<file path="config.mk">
export PLATFORM = sky130hd
export DESIGN_NAME = pcie_port_cfg
export DESIGN_NICKNAME = d
export VERILOG_FILES = /design/src/pcie_port_cfg_pkg.sv /design/src/ack_status_bit.sv /design/src/pcie_port_cfg.sv
export SDC_FILE = /design/constraint.sdc
export NUM_CORES = 1
export LEC_CHECK = 0
export BUFFER_PORTS_ARGS = -buffer_cell sky130_fd_sc_hd__buf_2
export CAP_MARGIN = 20
export CORE_AREA = 2 2 80 82
export DETAILED_ROUTE_END_ITERATION = 6
export DIE_AREA = 0 0 82 84
export PLACE_DENSITY_LB_ADDON = 0.12
export SLEW_MARGIN = 20
export SYNTH_ARGS = -nofsm -noshare
export SYNTH_HDL_FRONTEND = slang
export SYNTH_HIERARCHICAL = 1
export SYNTH_SLANG_ARGS = --single-unit
</file>
<file path="constraint.sdc">
create_clock -name mclk -period 3.5 [get_ports mclk]
set_input_delay 0.875 -clock mclk [delete_from_list [all_inputs] [get_ports mclk]]
set_output_delay 0.875 -clock mclk [all_outputs]
set_load 0.01 [all_outputs]
</file>
<file path="src/pcie_port_cfg_pkg.sv">
// Constants and carrier types for the root port configuration and turn-off control block
//------------------------------------------------------------------------------
//------------------------------------------------------------------------------
package pcie_port_cfg_pkg;

	//------------------------------------------------------------------------------
	// Register offsets
	//------------------------------------------------------------------------------
	localparam logic [7:0] ACK_STATUS_OFS  = 8'h00_A0;
	localparam logic [7:0] LANE_CONFIG_OFS = 8'h00_B0;
	localparam logic [7:0] PM_CONTROL_OFS  = 8'h00_F0;
	localparam logic [7:0] PRESENCE_OFS    = 8'h00_F1;

	//------------------------------------------------------------------------------
	// Field positions and port count
	//------------------------------------------------------------------------------
	localparam int LANE_SEL_BIT   = 7;
	localparam int RP1_WIDTH_BIT  = 3;
	localparam int TRIGGER_BIT    = 7;
	localparam int NUM_PORTS      = 4;

	//------------------------------------------------------------------------------
	// Reset values and the absent-port read value
	//------------------------------------------------------------------------------
	localparam logic       RP1_WIDTH_RST  = 1'b1;
	localparam logic [7:0] PM_CONTROL_RST = 8'h00_02;
	localparam logic [7:0] PRESENCE_RST   = 8'h00_0F;
	localparam logic [3:0] ACK_STATUS_RST = 4'h0_0;
	localparam logic [31:0] ABSENT_READ   = 32'hFFFF_FFFF;

	//------------------------------------------------------------------------------
	// Carrier types
	//------------------------------------------------------------------------------
	typedef struct packed {
		logic       valid;
		logic       write;
		logic [7:0] addr;
		logic [7:0] wdata;
	} cfg_req_s;

	typedef struct packed {
		logic       rvalid;
		logic [7:0] rdata;
	} cfg_rsp_s;

	typedef struct packed {
		logic        valid;
		logic [1:0]  func;
		logic [31:0] data;
	} port_rd_s;

	typedef struct packed {
		logic        valid;
		logic [31:0] data;
	} port_rd_rsp_s;

	typedef struct packed {
		logic display_lanes;
		logic rp1_two_lanes;
		logic rp2_enable;
	} lane_route_s;

endpackage : pcie_port_cfg_pkg

</file>
<file path="src/ack_status_bit.sv">
// One sticky acknowledge status bit with write-one-to-clear
module ack_status_bit #(
	parameter logic RST_VAL = 1'b0
) (
	input  wire logic mclk,
	input  wire logic resetn,
	input  wire logic set,
	input  wire logic clr,
	output logic      q
);

	typedef struct packed {
		logic flag;
	} bit_state_s;

	bit_state_s st_q;
	bit_state_s st_d;

	//------------------------------------------------------------------------------
	// Next state
	//------------------------------------------------------------------------------
	always_comb
	begin
		st_d = st_q;
		if (set)
			st_d.flag = 1'b1;
		else if (clr)
			st_d.flag = 1'b0;
	end

	always_ff @(posedge mclk)
	begin
		if (!resetn)
			st_q.flag <= RST_VAL;
		else
			st_q <= st_d;
	end

	assign q = st_q.flag;

endmodule : ack_status_bit

</file>
<file path="src/pcie_port_cfg.sv">
// Root port lane routing, port presence filter and turn-off broadcast control
module pcie_port_cfg (
	input  wire logic                            mclk,
	input  wire logic                            resetn,
	input  wire logic                            power_stop_strap_ball,
	input  wire pcie_port_cfg_pkg::cfg_req_s     cfg_req,
	output pcie_port_cfg_pkg::cfg_rsp_s          cfg_rsp,
	input  wire pcie_port_cfg_pkg::port_rd_s     port_rd,
	output pcie_port_cfg_pkg::port_rd_rsp_s      port_rd_rsp,
	input  wire logic [3:0]                      pme_to_ack,
	output logic                                 turn_off_send,
	output pcie_port_cfg_pkg::lane_route_s       lane_route,
	output logic [3:0]                           port_present
);
	import pcie_port_cfg_pkg::*;

	typedef struct packed {
		logic         lane_sel;
		logic         rp1_width;
		logic [7:0]   pm_ctrl;
		logic [7:0]   presence;
		cfg_rsp_s     rsp;
		port_rd_rsp_s prsp;
		logic         turn_off;
		lane_route_s  route;
		logic [3:0]   present;
	} cfg_state_s;

	cfg_state_s st_q;
	cfg_state_s st_d;

	logic [3:0] ack_q;
	logic [3:0] ack_set;
	logic [3:0] ack_clr;
	logic       wr_en;
	logic       rd_en;
	logic       hit_ack;
	logic       hit_pm;
	logic       armed;
	logic       func_absent;
	logic       trig_fresh;

	//------------------------------------------------------------------------------
	// Request decode
	//------------------------------------------------------------------------------
	assign wr_en = cfg_req.valid & cfg_req.write;
	assign rd_en = cfg_req.valid & ~cfg_req.write;

	always_comb
	begin
		hit_ack = (cfg_req.addr == ACK_STATUS_OFS);
		hit_pm = (cfg_req.addr == PM_CONTROL_OFS);
		// Stored trigger bit marks the window in which acks count
		armed = st_q.pm_ctrl[TRIGGER_BIT];
		func_absent = !st_q.presence[port_rd.func];
	end

	//------------------------------------------------------------------------------
	// Turn-off trigger
	//------------------------------------------------------------------------------
	// Fresh rising write
	// Compared with the stored bit, so rewriting a one stays silent
	assign trig_fresh = wr_en && hit_pm
		&& cfg_req.wdata[TRIGGER_BIT]
		&& !armed;

	//------------------------------------------------------------------------------
	// Acknowledge status bits
	//------------------------------------------------------------------------------
	always_comb
	begin
		ack_set = pme_to_ack & {NUM_PORTS{armed}};
		if (wr_en && hit_ack)
			ack_clr = cfg_req.wdata[3:0];
		else
			ack_clr = 4'h0_0;
	end

	genvar gi;
	generate
		for (gi = 0; gi < NUM_PORTS; gi++)
		begin : g_ack
			ack_status_bit #(
				.RST_VAL (ACK_STATUS_RST[gi])
			) u_ack (
				.mclk   (mclk),
				.resetn (resetn),
				.set    (ack_set[gi]),
				.clr    (ack_clr[gi]),
				.q      (ack_q[gi])
			);
		end
	endgenerate

	//------------------------------------------------------------------------------
	// Next state
	//------------------------------------------------------------------------------
	always_comb
	begin
		st_d = st_q;
		st_d.rsp.rvalid = 1'b0;
		st_d.rsp.rdata = 8'h00_00;
		st_d.prsp.valid = 1'b0;
		// Filtered data holds between answers
		st_d.prsp.data = st_q.prsp.data;

		// Register writes
		if (wr_en)
		begin
			case (cfg_req.addr)
				LANE_CONFIG_OFS:
				begin
					st_d.lane_sel = cfg_req.wdata[LANE_SEL_BIT];
					st_d.rp1_width = cfg_req.wdata[RP1_WIDTH_BIT];
				end
				PM_CONTROL_OFS:
				begin
					st_d.pm_ctrl = cfg_req.wdata;
				end
				PRESENCE_OFS:
				begin
					st_d.presence = cfg_req.wdata;
				end
				// Other offsets are the write-one-to-clear ack status (cleared above) or unmapped
				default:
				begin
					st_d.presence = st_q.presence;
				end
			endcase
		end

		// Register reads
		if (rd_en)
		begin
			st_d.rsp.rvalid = 1'b1;
			case (cfg_req.addr)
				ACK_STATUS_OFS:
				begin
					st_d.rsp.rdata = {4'h0_0, ack_q};
				end
				LANE_CONFIG_OFS:
				begin
					st_d.rsp.rdata = {st_q.lane_sel, 3'b000, st_q.rp1_width, 3'b000};
				end
				PM_CONTROL_OFS:
				begin
					st_d.rsp.rdata = st_q.pm_ctrl;
				end
				PRESENCE_OFS:
				begin
					st_d.rsp.rdata = st_q.presence;
				end
				// Unmapped offsets answer zero
				default:
				begin
					st_d.rsp.rdata = 8'h00_00;
				end
			endcase
		end

		st_d.turn_off = trig_fresh;

		// Root port function reads
		if (port_rd.valid)
		begin
			st_d.prsp.valid = 1'b1;
			if (func_absent)
				st_d.prsp.data = ABSENT_READ;
			else
				st_d.prsp.data = port_rd.data;
		end

		// Taken from the next state so routing lands with the write
		// Low lane routing
		st_d.route.display_lanes = st_d.lane_sel;
		st_d.route.rp1_two_lanes = ~st_d.rp1_width;
		st_d.route.rp2_enable = st_d.rp1_width;
		st_d.present = st_d.presence[3:0];
	end

	//------------------------------------------------------------------------------
	// State register
	//------------------------------------------------------------------------------
	always_ff @(posedge mclk)
	begin
		if (!resetn)
		begin
			// Strap follows the pin on every reset edge; the last sample stays
			// Strap sampled in reset
			st_q.lane_sel <= power_stop_strap_ball;
			st_q.rp1_width <= RP1_WIDTH_RST;
			st_q.pm_ctrl <= PM_CONTROL_RST;
			st_q.presence <= PRESENCE_RST;
			st_q.rsp <= '0;
			st_q.prsp <= '0;
			st_q.turn_off <= 1'b0;
			st_q.route.display_lanes <= power_stop_strap_ball;
			st_q.route.rp1_two_lanes <= ~RP1_WIDTH_RST;
			st_q.route.rp2_enable <= RP1_WIDTH_RST;
			st_q.present <= PRESENCE_RST[3:0];
		end
		else
		begin
			st_q <= st_d;
		end
	end

	//------------------------------------------------------------------------------
	// Outputs
	//------------------------------------------------------------------------------
	// Every output is a register field
	assign cfg_rsp = st_q.rsp;
	assign port_rd_rsp = st_q.prsp;
	assign turn_off_send = st_q.turn_off;
	assign lane_route = st_q.route;
	assign port_present = st_q.present;

endmodule : pcie_port_cfg

</file>
# After elaboration in Yosys (flattened, before gate mapping)
# Index checks and enable logic that the tools add are counted.
# Widths: inputs -> output; s select.
# classes
magnitude_cmp,1
n_eq_ne,4
mux,20
n_bitwise,5
n_reduce_logical,12
# op_table
cell,count
$mux 68,1
$mux 33,1
$eq 8x8->1 const B,4
$mux 32,1
$pmux 8 s4,1
$mux 18,1
$mux 8,2
$mux 1,9
$mux 9,1
$reduce_bool 2->1,4
$reduce_and 2->1,3
$and 4x4->4,1
$logic_and 1x1->1,4
$lt 2x4->1 const B,1
$mux 4,1
$and 1x1->1,2
$bmux 1 s2,1
$mux 2,1
$not 1->1,2
$logic_not 1->1,1
# word_totals
ff_bits,67
output_inout_bits,50

# Depth between registers and ports, before layout
# depth
depth_word,5
ltp_mapped,5
ltp_nobuf,5

# Hierarchy
# Netlist, hierarchy kept.
# modules_own_cells
module,n_inst,cells_per_inst,area_per_inst_um2,seq_area_each_um2
pcie_port_cfg,1,335,2957.8,1251.2
ack_status_bit,4,3,41.3,20.0

# Worst setup path after synthesis
# Ideal clock, no wire load.
# synth_path
path_kind,input to register
from,input port cfg_req[9] (netlist bit)
to,register g_ack[0].u_ack.st_q
setup_ps,115
t_arrival_ps,2155
required_ps,3385
setup_slack_ps,1231
stages,5
path_cell_list,nor4_4 > nand2_1 > nor4b_1 > nor2b_4 > o21a_1
# synth_between
elab_chain_len,4
# synth_rtl
element,line_no,rtl
start: declaration,pcie_port_cfg.sv:6,"input wire pcie_port_cfg_pkg::cfg_req_s cfg_req,"
$eq 8x8->1,pcie_port_cfg.sv:51,hit_ack = (cfg_req.addr == ACK_STATUS_OFS);
$logic_and 1x1->1,pcie_port_cfg.sv:73,if (wr_en && hit_ack)
$mux 4,pcie_port_cfg.sv:73,
named net ack_clr[0],pcie_port_cfg.sv:34,logic [3:0] ack_clr;
$reduce_bool 2->1 (no line),--,
end signal: assignment,ack_status_bit.sv:36,st_q <= st_d;
end: declaration,ack_status_bit.sv:16,bit_state_s st_q;
# The timed path passes the listed nets, and every way through them passes these cells.
# A chain may end at the register's enable or synchronous reset.

# Worst setup path in the final report
# layout_path
from,input port cfg_req[8] (netlist bit)
to,register g_ack[3].u_ack.st_q
# layout_between
elab_chain_len,4
# layout_rtl
element,line_no
$eq 8x8->1,pcie_port_cfg.sv:51
$logic_and 1x1->1,pcie_port_cfg.sv:73
$mux 4,pcie_port_cfg.sv:73
named net ack_clr[3],pcie_port_cfg.sv:34
$reduce_bool 2->1 (no line),--
end signal: assignment,ack_status_bit.sv:36
end: declaration,ack_status_bit.sv:16
# The timed path passes the listed nets, and every way through them passes these cells.

==> summary.md <==
| Metric | Value |
|---|---|
| Total number of H-tree levels | 3 |
| ANT nets after route | 0 |
| Clk_lat worst skew | ~330 ps |
| Slew HR | about two fifths |
| Avg Synthesized Cell Area | 9.00 µm² |
| Worst slew pin tran | about 900 ps |
| Num CTS Buffers | 9 |
| Crit path time final | 2400 ps |
| Critical path data required time | 3720 ps |
| Place WS | approximately 770 ps |
| Yosys cell types | 35 |
| Initial DRC Count | 113 |
| Final instance area | 3500 µm² |
| Global routing's busiest layer | met2 |
| Total negative slack | 0 ps |
| Yosys warns | 6 |
| Gr usage total | 19.6% |
| Worst Setup Start Kind | input port |
| Antenna diode count | 0 |
| Port Buffer Count | 109 |
| Mapped cell area | between 3000 and 4000 µm² |
| CTS root buf | clkbuf_8 |
| Kind of end point of the critical path | flop |
| Die Ht | 84 µm |
| Post-DP Area | 3310 µm² |
| Area leader, netlist | dfxtp_1 |
| Die area | slightly below 7000 µm² |
| Worst Hold Class | flop to flop |
| Seq/Total Area, Yosys | 42.6% |
| Flops & latches, synth | 66 |
| Met1 Resource Use GR | 26.8% |
| Non-Filler Instances | 478 |
| Dpl cells | 463 |
| Vias in the first global route | 2215 |
| Unrepaired setup endpoints after global routing | false |
| Pin count of the biggest net entering global routing | 66 |
| Hold_buf cts | 0 |
| Initial antenna violation count | 0 |
| Max-Cap Viols | 0 |
| Post-DP HPWL | 4.47 mm |
| Fillcell total | 593 |
| DR pass1 iterations | 4 |
| Starting Density | around half |
| CTS resizes | 0 |
| Main synth FF type | dfxtp_1 |
| Via density | 5.09 |
| Worst hold start | st_q[60] |
| Final period util | 68.5% |
| CTS clk-pin slew, worst paths | ~60 ps |
| Slew Viols, Final | 0 |
| Post-Syn Nets | about 400 |
| Yosys top cell area share | around two fifths |
| Hold Crit Depth | 2 |
| Post-layout nets | 457 |
| Util after Layout | roughly 57% |
| Commonest cells in the netlist | dfxtp_1 (65), buf_4 (49), a31oi_1 (34), o21ai_0 (34), inv_1 (33) |
| First-pass GRT wire length | 10.3 mm |
| CTS Sinks | 66 |
| Status | finished, final reports clean |
| Residual DRC count | 0 |
| WS Path Type | input port to flop |
| GRT met3 Usage | under 10% |
| Row count | 29 |
| Worst Setup SP | cfg_req[8] |
| Wire length per cell | 13.5 µm |
| CTS tree | built |
| Via Count | 2435 |
| Most common cell in the netlist | dfxtp_1 |
| Hold Slack | 462 ps |
| IO Pins | 110 |
| Fmax | 0.417 GHz |
| Post-CTS Setup Bufs | 0 |
| Final hold viol count | 0 |
| CTS max path bufs | 2 |
| Power Dens Cells | 448 nW/µm² |
| LEAKAGE | 1.66 nW |
| Peak supply drop | 0.258 mV |
| Number of cells on the worst reg-to-reg path | 2 |
| Synth area leaders | dfxtp_1 (42%), buf_4 (12%), a31oi_1 (6.8%) |
| Share of cells above drive strength 1 | 35.2% |
| CORE AREA | 6100 µm² |
| M2 GR Usage | 29.5% |
| Total power | 1.56 mW |
| Final WS setup | 1100 ps |
| Final wirelength | 6.47 mm |
| Worst EP arrival | 2620 ps |
| Post-synth EDFFs | 1 |
| Synthesized instance count | ~350 |
| Die width | 82 µm |
| Placer Congestion | ~0.86 |
| Asr flop ratio synth | 0% |
| # setup viols final | 0 |
| Skew final | 7.18 ps |
| Area Overhead vs Synth | 11.9% |
| Worst Path Max Fanout | 13 |
| Congestion Overflow GR | 0 |
==> metal layers <==
layer	vias to the layer above	routed length (µm)	part of all wire, %
li1	1241	-	-
met1	1106	3140	48
met2	77	2840	44
met3	11	383	5.9
met4	0	112	1.7
met5	-	0	0
==> flip-flops by register name, summed over array words and instances, names as in the netlist, named ones only <==
| register | count |
|---|---|
| lane_route | 2 |
| g_ack.u_ack/q | 4 |
| cfg_rsp | 9 |
| st_q | 12 |
| port_rd_rsp | 33 |
| armed | 1 |
| turn_off_send | 1 |
==> worst max-delay path: stages <==
cell     delay (ps)
buf_2           220
nor4_4          530
nand2_1         220
nor4b_1         550
nor2b_4          60
o21a_1          170
==> area by class of cell <==
type	count	area (µm²)	area share, %
well taps	77	96.3	2.76
clock buffers	12	145	4.15
clock inverters	3	40.0	1.15
inverters	33	124	3.54
multi-input cells	177	1210	34.5
repair buffers	110	553	15.8
flip-flops and latches	66	1330	38.1
==> power by group <==
| part | switching, mW | total, mW | leakage (nW) | internal, mW |
|---|---|---|---|---|
| clock | 0.267 | 0.610 | 0.0962 | 0.343 |
| sequential | 0.0115 | 0.794 | 0.542 | 0.782 |
| combinational | 0.0901 | 0.161 | 1.02 | 0.0712 |
| total | 0.368 | 1.56 | 1.66 | 1.20 |
==> logic make-up after synthesis <==
kind of cell	Yosys count	synth area share (%)
buf+inv	104	18.7
simple gates	72	15.0
flops	66	42.6
compound gates	79	14.5
mux	26	9.13
==> cell usage in the layout, fill, tap and decap left out, types with 3 or more instances in the layout <==
cell	n
nor2b_1	6
dfxtp_1	65
nor4b_1	5
mux2i_1	18
and2_1	6
inv_1	33
nand2_1	21
o21a_1	4
nor2b_4	4
buf_2	109
nor2_1	3
a21oi_1	5
o21ai_0	34
mux2_2	6
clkbuf_8	10
a31oi_1	34
nand3_1	11
==> final timing paths <==
path / endpoint / slack [ps]
max: g_ack[3].u_ack/q / 1100
min: st_q[60] / 460
max reg2reg: port_rd_rsp[27] / 2010
min reg2reg: st_q[60] / 460
Power figures use the tool's default switching activity.
